File: config.mk
export PLATFORM = sky130hd
export DESIGN_NAME = dual_timer_counter_control
export DESIGN_NICKNAME = d
export VERILOG_FILES = /design/src/core/timer_pkg.sv /design/src/core/dual_timer_counter_control.sv /design/src/core/tick_divider.sv /design/src/core/irq_detect.sv
export SDC_FILE = /design/constraint.sdc
export NUM_CORES = 1
export LEC_CHECK = 0
export ABC_CLOCK_PERIOD_IN_PS = 4500
export CAP_MARGIN = 10
export CORE_MARGIN = 2
export CORE_UTILIZATION = 40
export DETAILED_ROUTE_END_ITERATION = 7
export DONT_BUFFER_PORTS = 1
export PLACE_DENSITY_LB_ADDON = 0.1
export SETUP_SLACK_MARGIN = 0.2
export SLEW_MARGIN = 40
export SYNTH_ARGS = -nofsm -noshare
export SYNTH_HDL_FRONTEND = slang
export SYNTH_SLANG_ARGS = --single-unit
File: constraint.sdc
create_clock -name sys_clk -period 4.5 [get_ports sys_clk]
set_input_delay 0.9 -clock sys_clk [delete_from_list [all_inputs] [get_ports sys_clk]]
set_output_delay 0.9 -clock sys_clk [all_outputs]
set_load 0.1 [all_outputs]
File: src/core/timer_pkg.sv
// shared constants, types and the count step for the dual timer block
package timer_pkg;

  // register addresses
  localparam logic [7:0] ADDR_CTRL = 8'h88;
  localparam logic [7:0] ADDR_MODE = 8'h89;
  localparam logic [7:0] ADDR_T0L = 8'h8A;
  localparam logic [7:0] ADDR_T1L = 8'h8B;
  localparam logic [7:0] ADDR_T0H = 8'h8C;
  localparam logic [7:0] ADDR_T1H = 8'h8D;
  localparam logic [7:0] ADDR_CLK = 8'h8E;

  // control register bit positions
  localparam int unsigned BIT_TF1 = 7;
  localparam int unsigned BIT_TR1 = 6;
  localparam int unsigned BIT_TF0 = 5;
  localparam int unsigned BIT_TR0 = 4;
  localparam int unsigned BIT_IE1 = 3;
  localparam int unsigned BIT_IT1 = 2;
  localparam int unsigned BIT_IE0 = 1;
  localparam int unsigned BIT_IT0 = 0;

  // clock control: prescale select bits, the rest unimplemented
  localparam int unsigned CLK_T0M_BIT = 4;
  localparam logic [7:0] CLK_IMPL_MASK = 8'h30;

  // reset values and read of unimplemented space
  localparam logic [7:0] RESET_BYTE = 8'h00;
  localparam logic [7:0] UNIMP_BYTE = 8'hFF;
  localparam logic [7:0] ONES_BYTE = 8'hFF;

  // internal clock division
  localparam logic [3:0] DIV_FAST = 4'h4;
  localparam logic [3:0] DIV_SLOW = 4'hC;

  // low-byte prescaler width in the prescaled mode
  localparam int unsigned PRE_BITS = 5;

  typedef enum logic [1:0] {
    MODE_PRESCALED,
    MODE_FULL16,
    MODE_RELOAD,
    MODE_SPLIT
  } timer_mode_e;

  typedef struct packed {
    logic gate;
    logic counter_sel;
    timer_mode_e mode;
  } timer_mode_select_half_s;

  typedef struct packed {
    logic wr;
    logic [7:0] addr;
    logic [7:0] wdata;
  } sfr_req_s;

  typedef struct packed {
    logic wr;
    logic [7:0] addr;
    logic val;
  } bit_req_s;

  typedef struct packed {
    logic [7:0] low;
    logic [7:0] high;
    logic ovf;
  } count_s;

  // one count step of a timer in the given mode
  function automatic count_s count_step(timer_mode_e mode, logic [7:0] low,
                                        logic [7:0] high, logic inc);
    count_s r;
    logic [PRE_BITS+7:0] p13;
    logic [15:0] p16;
    r.low = low;
    r.high = high;
    r.ovf = 1'b0;
    p13 = {high, low[PRE_BITS-1:0]} + {{(PRE_BITS+7){1'b0}}, 1'b1};
    p16 = {high, low} + 16'h0001;
    if (inc) begin
      case (mode)
        MODE_PRESCALED: begin
          // upper low-byte bits are left alone
          r.high = p13[PRE_BITS+7:PRE_BITS];
          r.low = {low[7:PRE_BITS], p13[PRE_BITS-1:0]};
          r.ovf = &{high, low[PRE_BITS-1:0]};
        end
        MODE_FULL16: begin
          r.high = p16[15:8];
          r.low = p16[7:0];
          r.ovf = &{high, low};
        end
        MODE_RELOAD: begin
          r.low = (low == ONES_BYTE) ? high : p16[7:0];
          r.ovf = (low == ONES_BYTE);
        end
        default: begin
          r.low = p16[7:0];
          r.ovf = (low == ONES_BYTE);
        end
      endcase
    end
    return r;
  endfunction

endpackage

File: src/core/dual_timer_counter_control.sv
// two timer/counters with flags, run control and external interrupt detect
`timescale 1ns/1ps
`default_nettype none
module dual_timer_counter_control (
  // clock and reset
  input wire logic sys_clk,
  input wire logic reset_n,
  // byte register access
  input wire timer_pkg::sfr_req_s sfr_req,
  output logic [7:0] sfr_rdata,
  // bit access
  input wire timer_pkg::bit_req_s bit_req,
  output logic bit_rdata,
  // vectoring acknowledges
  input wire logic timer0_vector_ack,
  input wire logic timer1_vector_ack,
  input wire logic irq0_vector_ack,
  input wire logic irq1_vector_ack,
  // pins
  input wire logic ext_irq0_pin,
  input wire logic ext_irq1_pin,
  input wire logic count0_pin,
  input wire logic count1_pin,
  // flags
  output logic timer0_overflow_flag,
  output logic timer1_overflow_flag,
  output logic ext_irq0_detect_flag,
  output logic ext_irq1_detect_flag
);
  logic rst_meta_reg;
  logic rst_sync_reg;
  logic rst_n;

  logic tf1_reg;
  logic tr1_reg;
  logic tf0_reg;
  logic tr0_reg;
  logic it1_reg;
  logic it0_reg;
  logic [7:0] timer_mode_select_reg;
  logic [1:0] clk_sel_reg;
  logic [7:0] t0_low_reg;
  logic [7:0] t0_high_reg;
  logic [7:0] t1_low_reg;
  logic [7:0] t1_high_reg;
  logic count0_prev_reg;
  logic count1_prev_reg;
  logic [7:0] sfr_rdata_reg;
  logic bit_rdata_reg;

  logic [7:0] ctrl_mask;
  logic [7:0] ctrl_data;
  logic [7:0] ctrl_read;
  logic [7:0] rd_next;
  timer_pkg::timer_mode_select_half_s t0_cfg;
  timer_pkg::timer_mode_select_half_s t1_cfg;
  logic tick0;
  logic tick1;
  logic count0_fall;
  logic count1_fall;
  logic t0_split;
  logic t1_stop;
  logic t0_inc;
  logic t0h_inc;
  logic t1_inc;
  timer_pkg::count_s t0_step;
  timer_pkg::count_s t0h_step;
  timer_pkg::count_s t1_step;
  logic tf0_set;
  logic tf1_set;
  logic wr_t0l;
  logic wr_t0h;
  logic wr_t1l;
  logic wr_t1h;

  // reset release through two flops; assert stays asynchronous
  always_ff @(posedge sys_clk or negedge reset_n) begin
    if (!reset_n) begin
      rst_meta_reg <= 1'b0;
      rst_sync_reg <= 1'b0;
    end else begin
      rst_meta_reg <= 1'b1;
      rst_sync_reg <= rst_meta_reg;
    end
  end
  assign rst_n = rst_sync_reg;

  function automatic logic byte_wr(timer_pkg::sfr_req_s req, logic [7:0] addr);
    return req.wr && (req.addr == addr);
  endfunction

  assign wr_t0l = byte_wr(sfr_req, timer_pkg::ADDR_T0L);
  assign wr_t0h = byte_wr(sfr_req, timer_pkg::ADDR_T0H);
  assign wr_t1l = byte_wr(sfr_req, timer_pkg::ADDR_T1L);
  assign wr_t1h = byte_wr(sfr_req, timer_pkg::ADDR_T1H);

  // byte write or single-bit write into the control register
  always_comb begin
    ctrl_mask = 8'h00;
    ctrl_data = sfr_req.wdata;
    if (byte_wr(sfr_req, timer_pkg::ADDR_CTRL)) begin
      ctrl_mask = 8'hFF;
    end else if (bit_req.wr && bit_req.addr[7:3] == timer_pkg::ADDR_CTRL[7:3]) begin
      ctrl_mask = 8'h01 << bit_req.addr[2:0];
      ctrl_data = {8{bit_req.val}};
    end
  end

  assign t0_cfg = timer_pkg::timer_mode_select_half_s'(timer_mode_select_reg[3:0]);
  assign t1_cfg = timer_pkg::timer_mode_select_half_s'(timer_mode_select_reg[7:4]);
  assign t0_split = (t0_cfg.mode == timer_pkg::MODE_SPLIT);
  assign t1_stop = (t1_cfg.mode == timer_pkg::MODE_SPLIT);

  tick_divider u_tick0 (
    .clk(sys_clk),
    .rst_n(rst_n),
    .fast_sel(clk_sel_reg[0]),
    .tick(tick0)
  );

  tick_divider u_tick1 (
    .clk(sys_clk),
    .rst_n(rst_n),
    .fast_sel(clk_sel_reg[1]),
    .tick(tick1)
  );

  irq_detect u_irq0 (
    .clk(sys_clk),
    .rst_n(rst_n),
    .pin(ext_irq0_pin),
    .edge_mode(it0_reg),
    .vector_ack(irq0_vector_ack),
    .sw_wr(ctrl_mask[timer_pkg::BIT_IE0]),
    .sw_val(ctrl_data[timer_pkg::BIT_IE0]),
    .flag(ext_irq0_detect_flag)
  );

  irq_detect u_irq1 (
    .clk(sys_clk),
    .rst_n(rst_n),
    .pin(ext_irq1_pin),
    .edge_mode(it1_reg),
    .vector_ack(irq1_vector_ack),
    .sw_wr(ctrl_mask[timer_pkg::BIT_IE1]),
    .sw_val(ctrl_data[timer_pkg::BIT_IE1]),
    .flag(ext_irq1_detect_flag)
  );

  // count pins: edge found from one flop of history
  always_ff @(posedge sys_clk or negedge rst_n) begin
    if (!rst_n) begin
      count0_prev_reg <= 1'b1;
      count1_prev_reg <= 1'b1;
    end else begin
      count0_prev_reg <= count0_pin;
      count1_prev_reg <= count1_pin;
    end
  end
  assign count0_fall = count0_prev_reg & ~count0_pin;
  assign count1_fall = count1_prev_reg & ~count1_pin;

  // count enables
  assign t0_inc = tr0_reg & (~t0_cfg.gate | ext_irq0_pin)
    & (t0_cfg.counter_sel ? count0_fall : tick0);
  assign t0h_inc = tr1_reg & tick0;
  assign t1_inc = tr1_reg & (~t1_cfg.gate | ext_irq1_pin) & ~t1_stop
    & (t1_cfg.counter_sel ? count1_fall : tick1);

  assign t0_step = timer_pkg::count_step(t0_cfg.mode, t0_low_reg, t0_high_reg, t0_inc);
  assign t0h_step = timer_pkg::count_step(timer_pkg::MODE_SPLIT, t0_high_reg,
                                          timer_pkg::RESET_BYTE, t0h_inc);
  assign t1_step = timer_pkg::count_step(t1_cfg.mode, t1_low_reg, t1_high_reg, t1_inc);

  assign tf0_set = t0_step.ovf;
  // while timer 0 is split, timer 1 overflow has no flag of its own
  assign tf1_set = t0_split ? t0h_step.ovf : t1_step.ovf;

  // timer 0 count; a write wins over a count in the same cycle
  always_ff @(posedge sys_clk or negedge rst_n) begin
    if (!rst_n) begin
      t0_low_reg <= timer_pkg::RESET_BYTE;
      t0_high_reg <= timer_pkg::RESET_BYTE;
    end else begin
      t0_low_reg <= wr_t0l ? sfr_req.wdata : t0_step.low;
      if (wr_t0h) begin
        t0_high_reg <= sfr_req.wdata;
      end else if (t0_split) begin
        t0_high_reg <= t0h_step.low;
      end else begin
        t0_high_reg <= t0_step.high;
      end
    end
  end

  // timer 1 count
  always_ff @(posedge sys_clk or negedge rst_n) begin
    if (!rst_n) begin
      t1_low_reg <= timer_pkg::RESET_BYTE;
      t1_high_reg <= timer_pkg::RESET_BYTE;
    end else begin
      t1_low_reg <= wr_t1l ? sfr_req.wdata : t1_step.low;
      t1_high_reg <= wr_t1h ? sfr_req.wdata : t1_step.high;
    end
  end

  // overflow flags: set beats acknowledge beats software write
  always_ff @(posedge sys_clk or negedge rst_n) begin
    if (!rst_n) begin
      tf0_reg <= 1'b0;
    end else if (tf0_set) begin
      tf0_reg <= 1'b1;
    end else if (timer0_vector_ack) begin
      tf0_reg <= 1'b0;
    end else if (ctrl_mask[timer_pkg::BIT_TF0]) begin
      tf0_reg <= ctrl_data[timer_pkg::BIT_TF0];
    end
  end

  always_ff @(posedge sys_clk or negedge rst_n) begin
    if (!rst_n) begin
      tf1_reg <= 1'b0;
    end else if (tf1_set) begin
      tf1_reg <= 1'b1;
    end else if (timer1_vector_ack) begin
      tf1_reg <= 1'b0;
    end else if (ctrl_mask[timer_pkg::BIT_TF1]) begin
      tf1_reg <= ctrl_data[timer_pkg::BIT_TF1];
    end
  end

  // software-only control bits
  always_ff @(posedge sys_clk or negedge rst_n) begin
    if (!rst_n) begin
      tr0_reg <= 1'b0;
      tr1_reg <= 1'b0;
      it0_reg <= 1'b0;
      it1_reg <= 1'b0;
    end else begin
      if (ctrl_mask[timer_pkg::BIT_TR0]) tr0_reg <= ctrl_data[timer_pkg::BIT_TR0];
      if (ctrl_mask[timer_pkg::BIT_TR1]) tr1_reg <= ctrl_data[timer_pkg::BIT_TR1];
      if (ctrl_mask[timer_pkg::BIT_IT0]) it0_reg <= ctrl_data[timer_pkg::BIT_IT0];
      if (ctrl_mask[timer_pkg::BIT_IT1]) it1_reg <= ctrl_data[timer_pkg::BIT_IT1];
    end
  end

  // mode and clock select, byte access only
  always_ff @(posedge sys_clk or negedge rst_n) begin
    if (!rst_n) begin
      timer_mode_select_reg <= timer_pkg::RESET_BYTE;
      clk_sel_reg <= 2'b00;
    end else begin
      if (byte_wr(sfr_req, timer_pkg::ADDR_MODE)) timer_mode_select_reg <= sfr_req.wdata;
      if (byte_wr(sfr_req, timer_pkg::ADDR_CLK)) begin
        clk_sel_reg <= sfr_req.wdata[timer_pkg::CLK_T0M_BIT +: 2];
      end
    end
  end

  // read paths, one clock of latency
  assign ctrl_read = {tf1_reg, tr1_reg, tf0_reg, tr0_reg,
                      ext_irq1_detect_flag, it1_reg, ext_irq0_detect_flag, it0_reg};

  always_comb begin
    case (sfr_req.addr)
      timer_pkg::ADDR_CTRL: rd_next = ctrl_read;
      timer_pkg::ADDR_MODE: rd_next = timer_mode_select_reg;
      timer_pkg::ADDR_T0L: rd_next = t0_low_reg;
      timer_pkg::ADDR_T1L: rd_next = t1_low_reg;
      timer_pkg::ADDR_T0H: rd_next = t0_high_reg;
      timer_pkg::ADDR_T1H: rd_next = t1_high_reg;
      timer_pkg::ADDR_CLK: rd_next = ~timer_pkg::CLK_IMPL_MASK
        | (8'(clk_sel_reg) << timer_pkg::CLK_T0M_BIT);
      default: rd_next = timer_pkg::UNIMP_BYTE;
    endcase
  end

  always_ff @(posedge sys_clk or negedge rst_n) begin
    if (!rst_n) begin
      sfr_rdata_reg <= timer_pkg::UNIMP_BYTE;
      bit_rdata_reg <= 1'b1;
    end else begin
      sfr_rdata_reg <= rd_next;
      // bits outside this register are not ours and read high
      bit_rdata_reg <= (bit_req.addr[7:3] == timer_pkg::ADDR_CTRL[7:3])
        ? ctrl_read[bit_req.addr[2:0]] : 1'b1;
    end
  end

  assign sfr_rdata = sfr_rdata_reg;
  assign bit_rdata = bit_rdata_reg;
  assign timer0_overflow_flag = tf0_reg;
  assign timer1_overflow_flag = tf1_reg;
endmodule
`default_nettype wire

File: src/core/tick_divider.sv
// internal count tick, one every 4 or 12 system clocks
`timescale 1ns/1ps
`default_nettype none
module tick_divider (
  // clock and reset
  input wire logic clk,
  input wire logic rst_n,
  // control
  input wire logic fast_sel,
  // tick
  output logic tick
);
  logic [3:0] cnt_reg;
  logic [3:0] last;
  logic tick_reg;

  assign last = (fast_sel ? timer_pkg::DIV_FAST : timer_pkg::DIV_SLOW) - 4'h1;
  assign tick = tick_reg;

  // >= so a switch from slow to fast cannot run past the end
  always_ff @(posedge clk or negedge rst_n) begin
    if (!rst_n) begin
      cnt_reg <= 4'h0;
      tick_reg <= 1'b0;
    end else if (cnt_reg >= last) begin
      cnt_reg <= 4'h0;
      tick_reg <= 1'b1;
    end else begin
      cnt_reg <= cnt_reg + 4'h1;
      tick_reg <= 1'b0;
    end
  end
endmodule
`default_nettype wire

File: src/core/irq_detect.sv
// external interrupt detect flag for one pin
`timescale 1ns/1ps
`default_nettype none
module irq_detect (
  // clock and reset
  input wire logic clk,
  input wire logic rst_n,
  // pin and type
  input wire logic pin,
  input wire logic edge_mode,
  // clears and writes
  input wire logic vector_ack,
  input wire logic sw_wr,
  input wire logic sw_val,
  // flag
  output logic flag
);
  logic pin_prev_reg;
  logic flag_reg;
  logic fall;

  assign fall = pin_prev_reg & ~pin;
  assign flag = flag_reg;

  always_ff @(posedge clk or negedge rst_n) begin
    if (!rst_n) begin
      pin_prev_reg <= 1'b1;
    end else begin
      pin_prev_reg <= pin;
    end
  end

  // edge set beats a clear in the same cycle
  always_ff @(posedge clk or negedge rst_n) begin
    if (!rst_n) begin
      flag_reg <= 1'b0;
    end else if (!edge_mode) begin
      flag_reg <= ~pin;
    end else if (fall) begin
      flag_reg <= 1'b1;
    end else if (vector_ack) begin
      flag_reg <= 1'b0;
    end else if (sw_wr) begin
      flag_reg <= sw_val;
    end
  end
endmodule
`default_nettype wire

==> impl_metrics.env <==
export IMPL_status="complete, no violations"
export IMPL_clock_fmax_mhz=420
export IMPL_synth_flop_cell="dfrtp_1"
export IMPL_p_sw_uw=843
export IMPL_worstPathRequired_ps=4760
export IMPL_die_area_mm2=0.0133
export IMPL_cp_buffers_inverters=0
export IMPL_max_vdd_ir_drop_mv=0.225
export IMPL_yosysSeqAreaShare=0.381
export IMPL_h_tree_depth=3
export IMPL_n_antenna_cell=0
export IMPL_finalCritPeriodShare=0.529
export IMPL_p_clk_frac=0.285
export IMPL_wl_per_cell_um=20.6
export IMPL_clock_latency_ps=340
export IMPL_tns_ps=0
export IMPL_finalCriticalPeriod_ps=2380
export IMPL_rr_endpoint="t0_high_reg[6]"
export IMPL_vias=4202
export IMPL_p_int_uw=1520
export IMPL_vias_per_cell=5.94
export IMPL_async_flop_share=1.00
export IMPL_synthCells=552
export IMPL_crit_type="flip-flop to flip-flop"
export IMPL_p_leak_uw=0.00214
export IMPL_syn_nets=596
export IMPL_grt_usage=0.236
export IMPL_worst_pin_slew_ps=721
export IMPL_crit_fanout=17
export IMPL_grt_pass1_vias=4102
export IMPL_place_hpwl_um=10700
export IMPL_ios=50
export IMPL_drv_cap=0
export IMPL_power_frac_comb=0.264
export IMPL_finClkSkew_ps=6.71
export IMPL_powerDensity_mw_per_mm2=439
export IMPL_postCtsSetupRepairBufs=0
export IMPL_dr_pass1_iters=5
export IMPL_grtUsageMet1=0.333
export IMPL_synth_edff_count=0
export IMPL_r2r_cells=4
export IMPL_synth_top_area_frac=0.312
export IMPL_initial_utilization=0.412
export IMPL_ys_top_cells_by_area="dfrtp_1 (31%), dfstp_2 (6.9%), mux2i_1 (4.8%)"
export IMPL_synth_cell_types=69
export IMPL_postRouteAntennaNets=0
export IMPL_rrSetupSlack_ps=2120
export IMPL_relSlewSlack=0.517
export IMPL_final_seq_area_mm2=0.00190
export IMPL_rsz0062_at_grt="no"
export IMPL_avgSynthCellArea_um2=9.01
export IMPL_gp_routability_congestion=0.877
export IMPL_syn_to_final_growth_pct=8.35
export IMPL_grt_busiest_layer="met2"
export IMPL_synth_seq_cells=75
export IMPL_die_h_um=116
export IMPL_end_kind="flip-flop"
export IMPL_grt_max_degree=35
export IMPL_start_kind="flip-flop"
export IMPL_synth_top_area_cell="dfrtp_1"
export IMPL_startpoint="timer_mode_select_reg[0]"
export IMPL_pwr_share_seq=0.452
export IMPL_cp_arrival_ps=2640
export IMPL_ys_warn_count=0
export IMPL_multiInputGateArea_mm2=0.00288
export IMPL_grt_ovfl_total=0
export IMPL_use_met3=0.0439
export IMPL_drv_slew=0
export IMPL_cts_sinks=75
export IMPL_port_buffers=0
export IMPL_fillCellCount=1162
export IMPL_cts_root_buf="clkbuf_16"
export IMPL_coreArea_mm2=0.0121
export IMPL_worstPathCellList="nand4_1 > a2111o_1 > or3_1 > a31oi_1"
export IMPL_clock_path_buffers=2
export IMPL_worstHoldPathType="flip-flop to asynchronous set/reset pin"
export IMPL_postCtsHoldBufs=0
export IMPL_finalHoldViolations=0
export IMPL_num_rows=40
export IMPL_fin_cells=708
export IMPL_setup_worst_path_end="t0_high_reg[6]"
export IMPL_critPathMaxStageDelay_ps=710
export IMPL_drt_iter0_markers=350
export IMPL_crit_family="simple AND/OR/NAND/NOR gates"
export IMPL_totalWireLength_um=14600
export IMPL_cp_depth=4
export IMPL_dp_cells=692
export IMPL_syn_cell_area_mm2=0.00497
export IMPL_cts_resized=0
export IMPL_nNetsFinal=579
export IMPL_clk_pin_slew_worst_paths_ps=60
export IMPL_antenna_found_initial=0
export IMPL_cts_tree="done"
export IMPL_finish_utilization=0.447
export IMPL_p_sw_frac=0.356
export IMPL_setup_viol_count_final=0
export IMPL_grt_pass1_wl_um=23500
export IMPL_cts_buffers=9
export IMPL_route_detailed_drc=0
export IMPL_grt_use_met2=0.353
export IMPL_critPathSlowestCell="dfrtp_1"
export IMPL_fp_dieW_um=116
export IMPL_layout_drive_gt1_share=0.124
export IMPL_r2r_start="timer_mode_select_reg[0]"
==> cell type report <==
class	instances	share of cell area
clock buffer	14	0.0490
clock inverter	2	0.00232
inverter	17	0.0118
multi-input combinational	428	0.535
sequential	75	0.353
tap	168	0.0390
timing repair buffer	4	0.00975
==> metal layers <==
metal / wire length [um] / part of all wire
met3: 1070 / 0.074
met5: 0 / 0
met4: 428 / 0.029
met1: 6600 / 0.45
met2: 6510 / 0.45
==> layout by cell type (no fill, tap or decap), types with 11 or more instances in the layout <==
cell type / netlist / routed
mux2_2: 15 / 15
nand3_1: 14 / 14
xor2_1: 12 / 12
mux2i_1: 24 / 24
a21oi_1: 31 / 31
nor3_1: 12 / 11
dfrtp_1: 62 / 57
nand2b_1: 11 / 11
nor2_1: 44 / 43
o21ai_0: 37 / 37
inv_1: 17 / 17
dfstp_2: 13 / 13
nand2_1: 54 / 54
nand4_1: 13 / 13
==> worst min path at each step <==
stage | start | to | slack [ps]
2_1_floorplan | rst_meta_reg | rst_n | 330
3_3_place_gp | rst_meta_reg | rst_n | 340
3_5_place_dp | rst_n | u_tick0.cnt_reg[0] | 200
4_1_cts | rst_n | t1_high_reg[5] | 210
5_1_grt | rst_n | t1_high_reg[3] | 220
6_report | rst_n | t1_high_reg[3] | 190
==> cell usage after synthesis, types with 12 or more instances <==
cell type,n
nand2_1,54
a21oi_1,31
dfrtp_1,62
clkbuf_1,21
mux2_2,15
nor3_1,12
nand3_1,14
dfstp_2,13
xor2_1,12
nor2_1,44
o21ai_0,37
nand4_1,13
mux2i_1,24
inv_1,17
==> kinds of logic after synthesis <==
family,after synthesis,synth area share
other,1,0.000754
buffers and inverters,49,0.0410
AO/OA/AOI/OAI,145,0.194
adder cells (fa/ha/maj),7,0.0176
flip-flops,75,0.381
multiplexers,43,0.100
XOR/XNOR,20,0.0352
AND/OR/NAND/NOR,212,0.230
==> power groups by stage <==
stage	Clock, uW	Combinational, uW	Sequential [uW]
6_report	674	624	1070
3_3_place_gp	0	593	1080
4_1_cts	693	625	1060
5_1_grt	725	723	1090
3_5_place_dp	0	623	1070
2_1_floorplan	0	576	955
==> through the flow <==
step           total power, uW  hold WS, ps  area [um2]  setup WS, ps
4_1_cts                   2380          205        5390          2150
5_1_grt                   2540          215        5390          1930
3_3_place_gp              1670          341        5050          1610
3_5_place_dp              1690          201        5110          1810
2_1_floorplan             1530          331        4970          2140
6_report                  2370          192        5390          2120
Note: power is estimated with default switching activity, not from simulation.
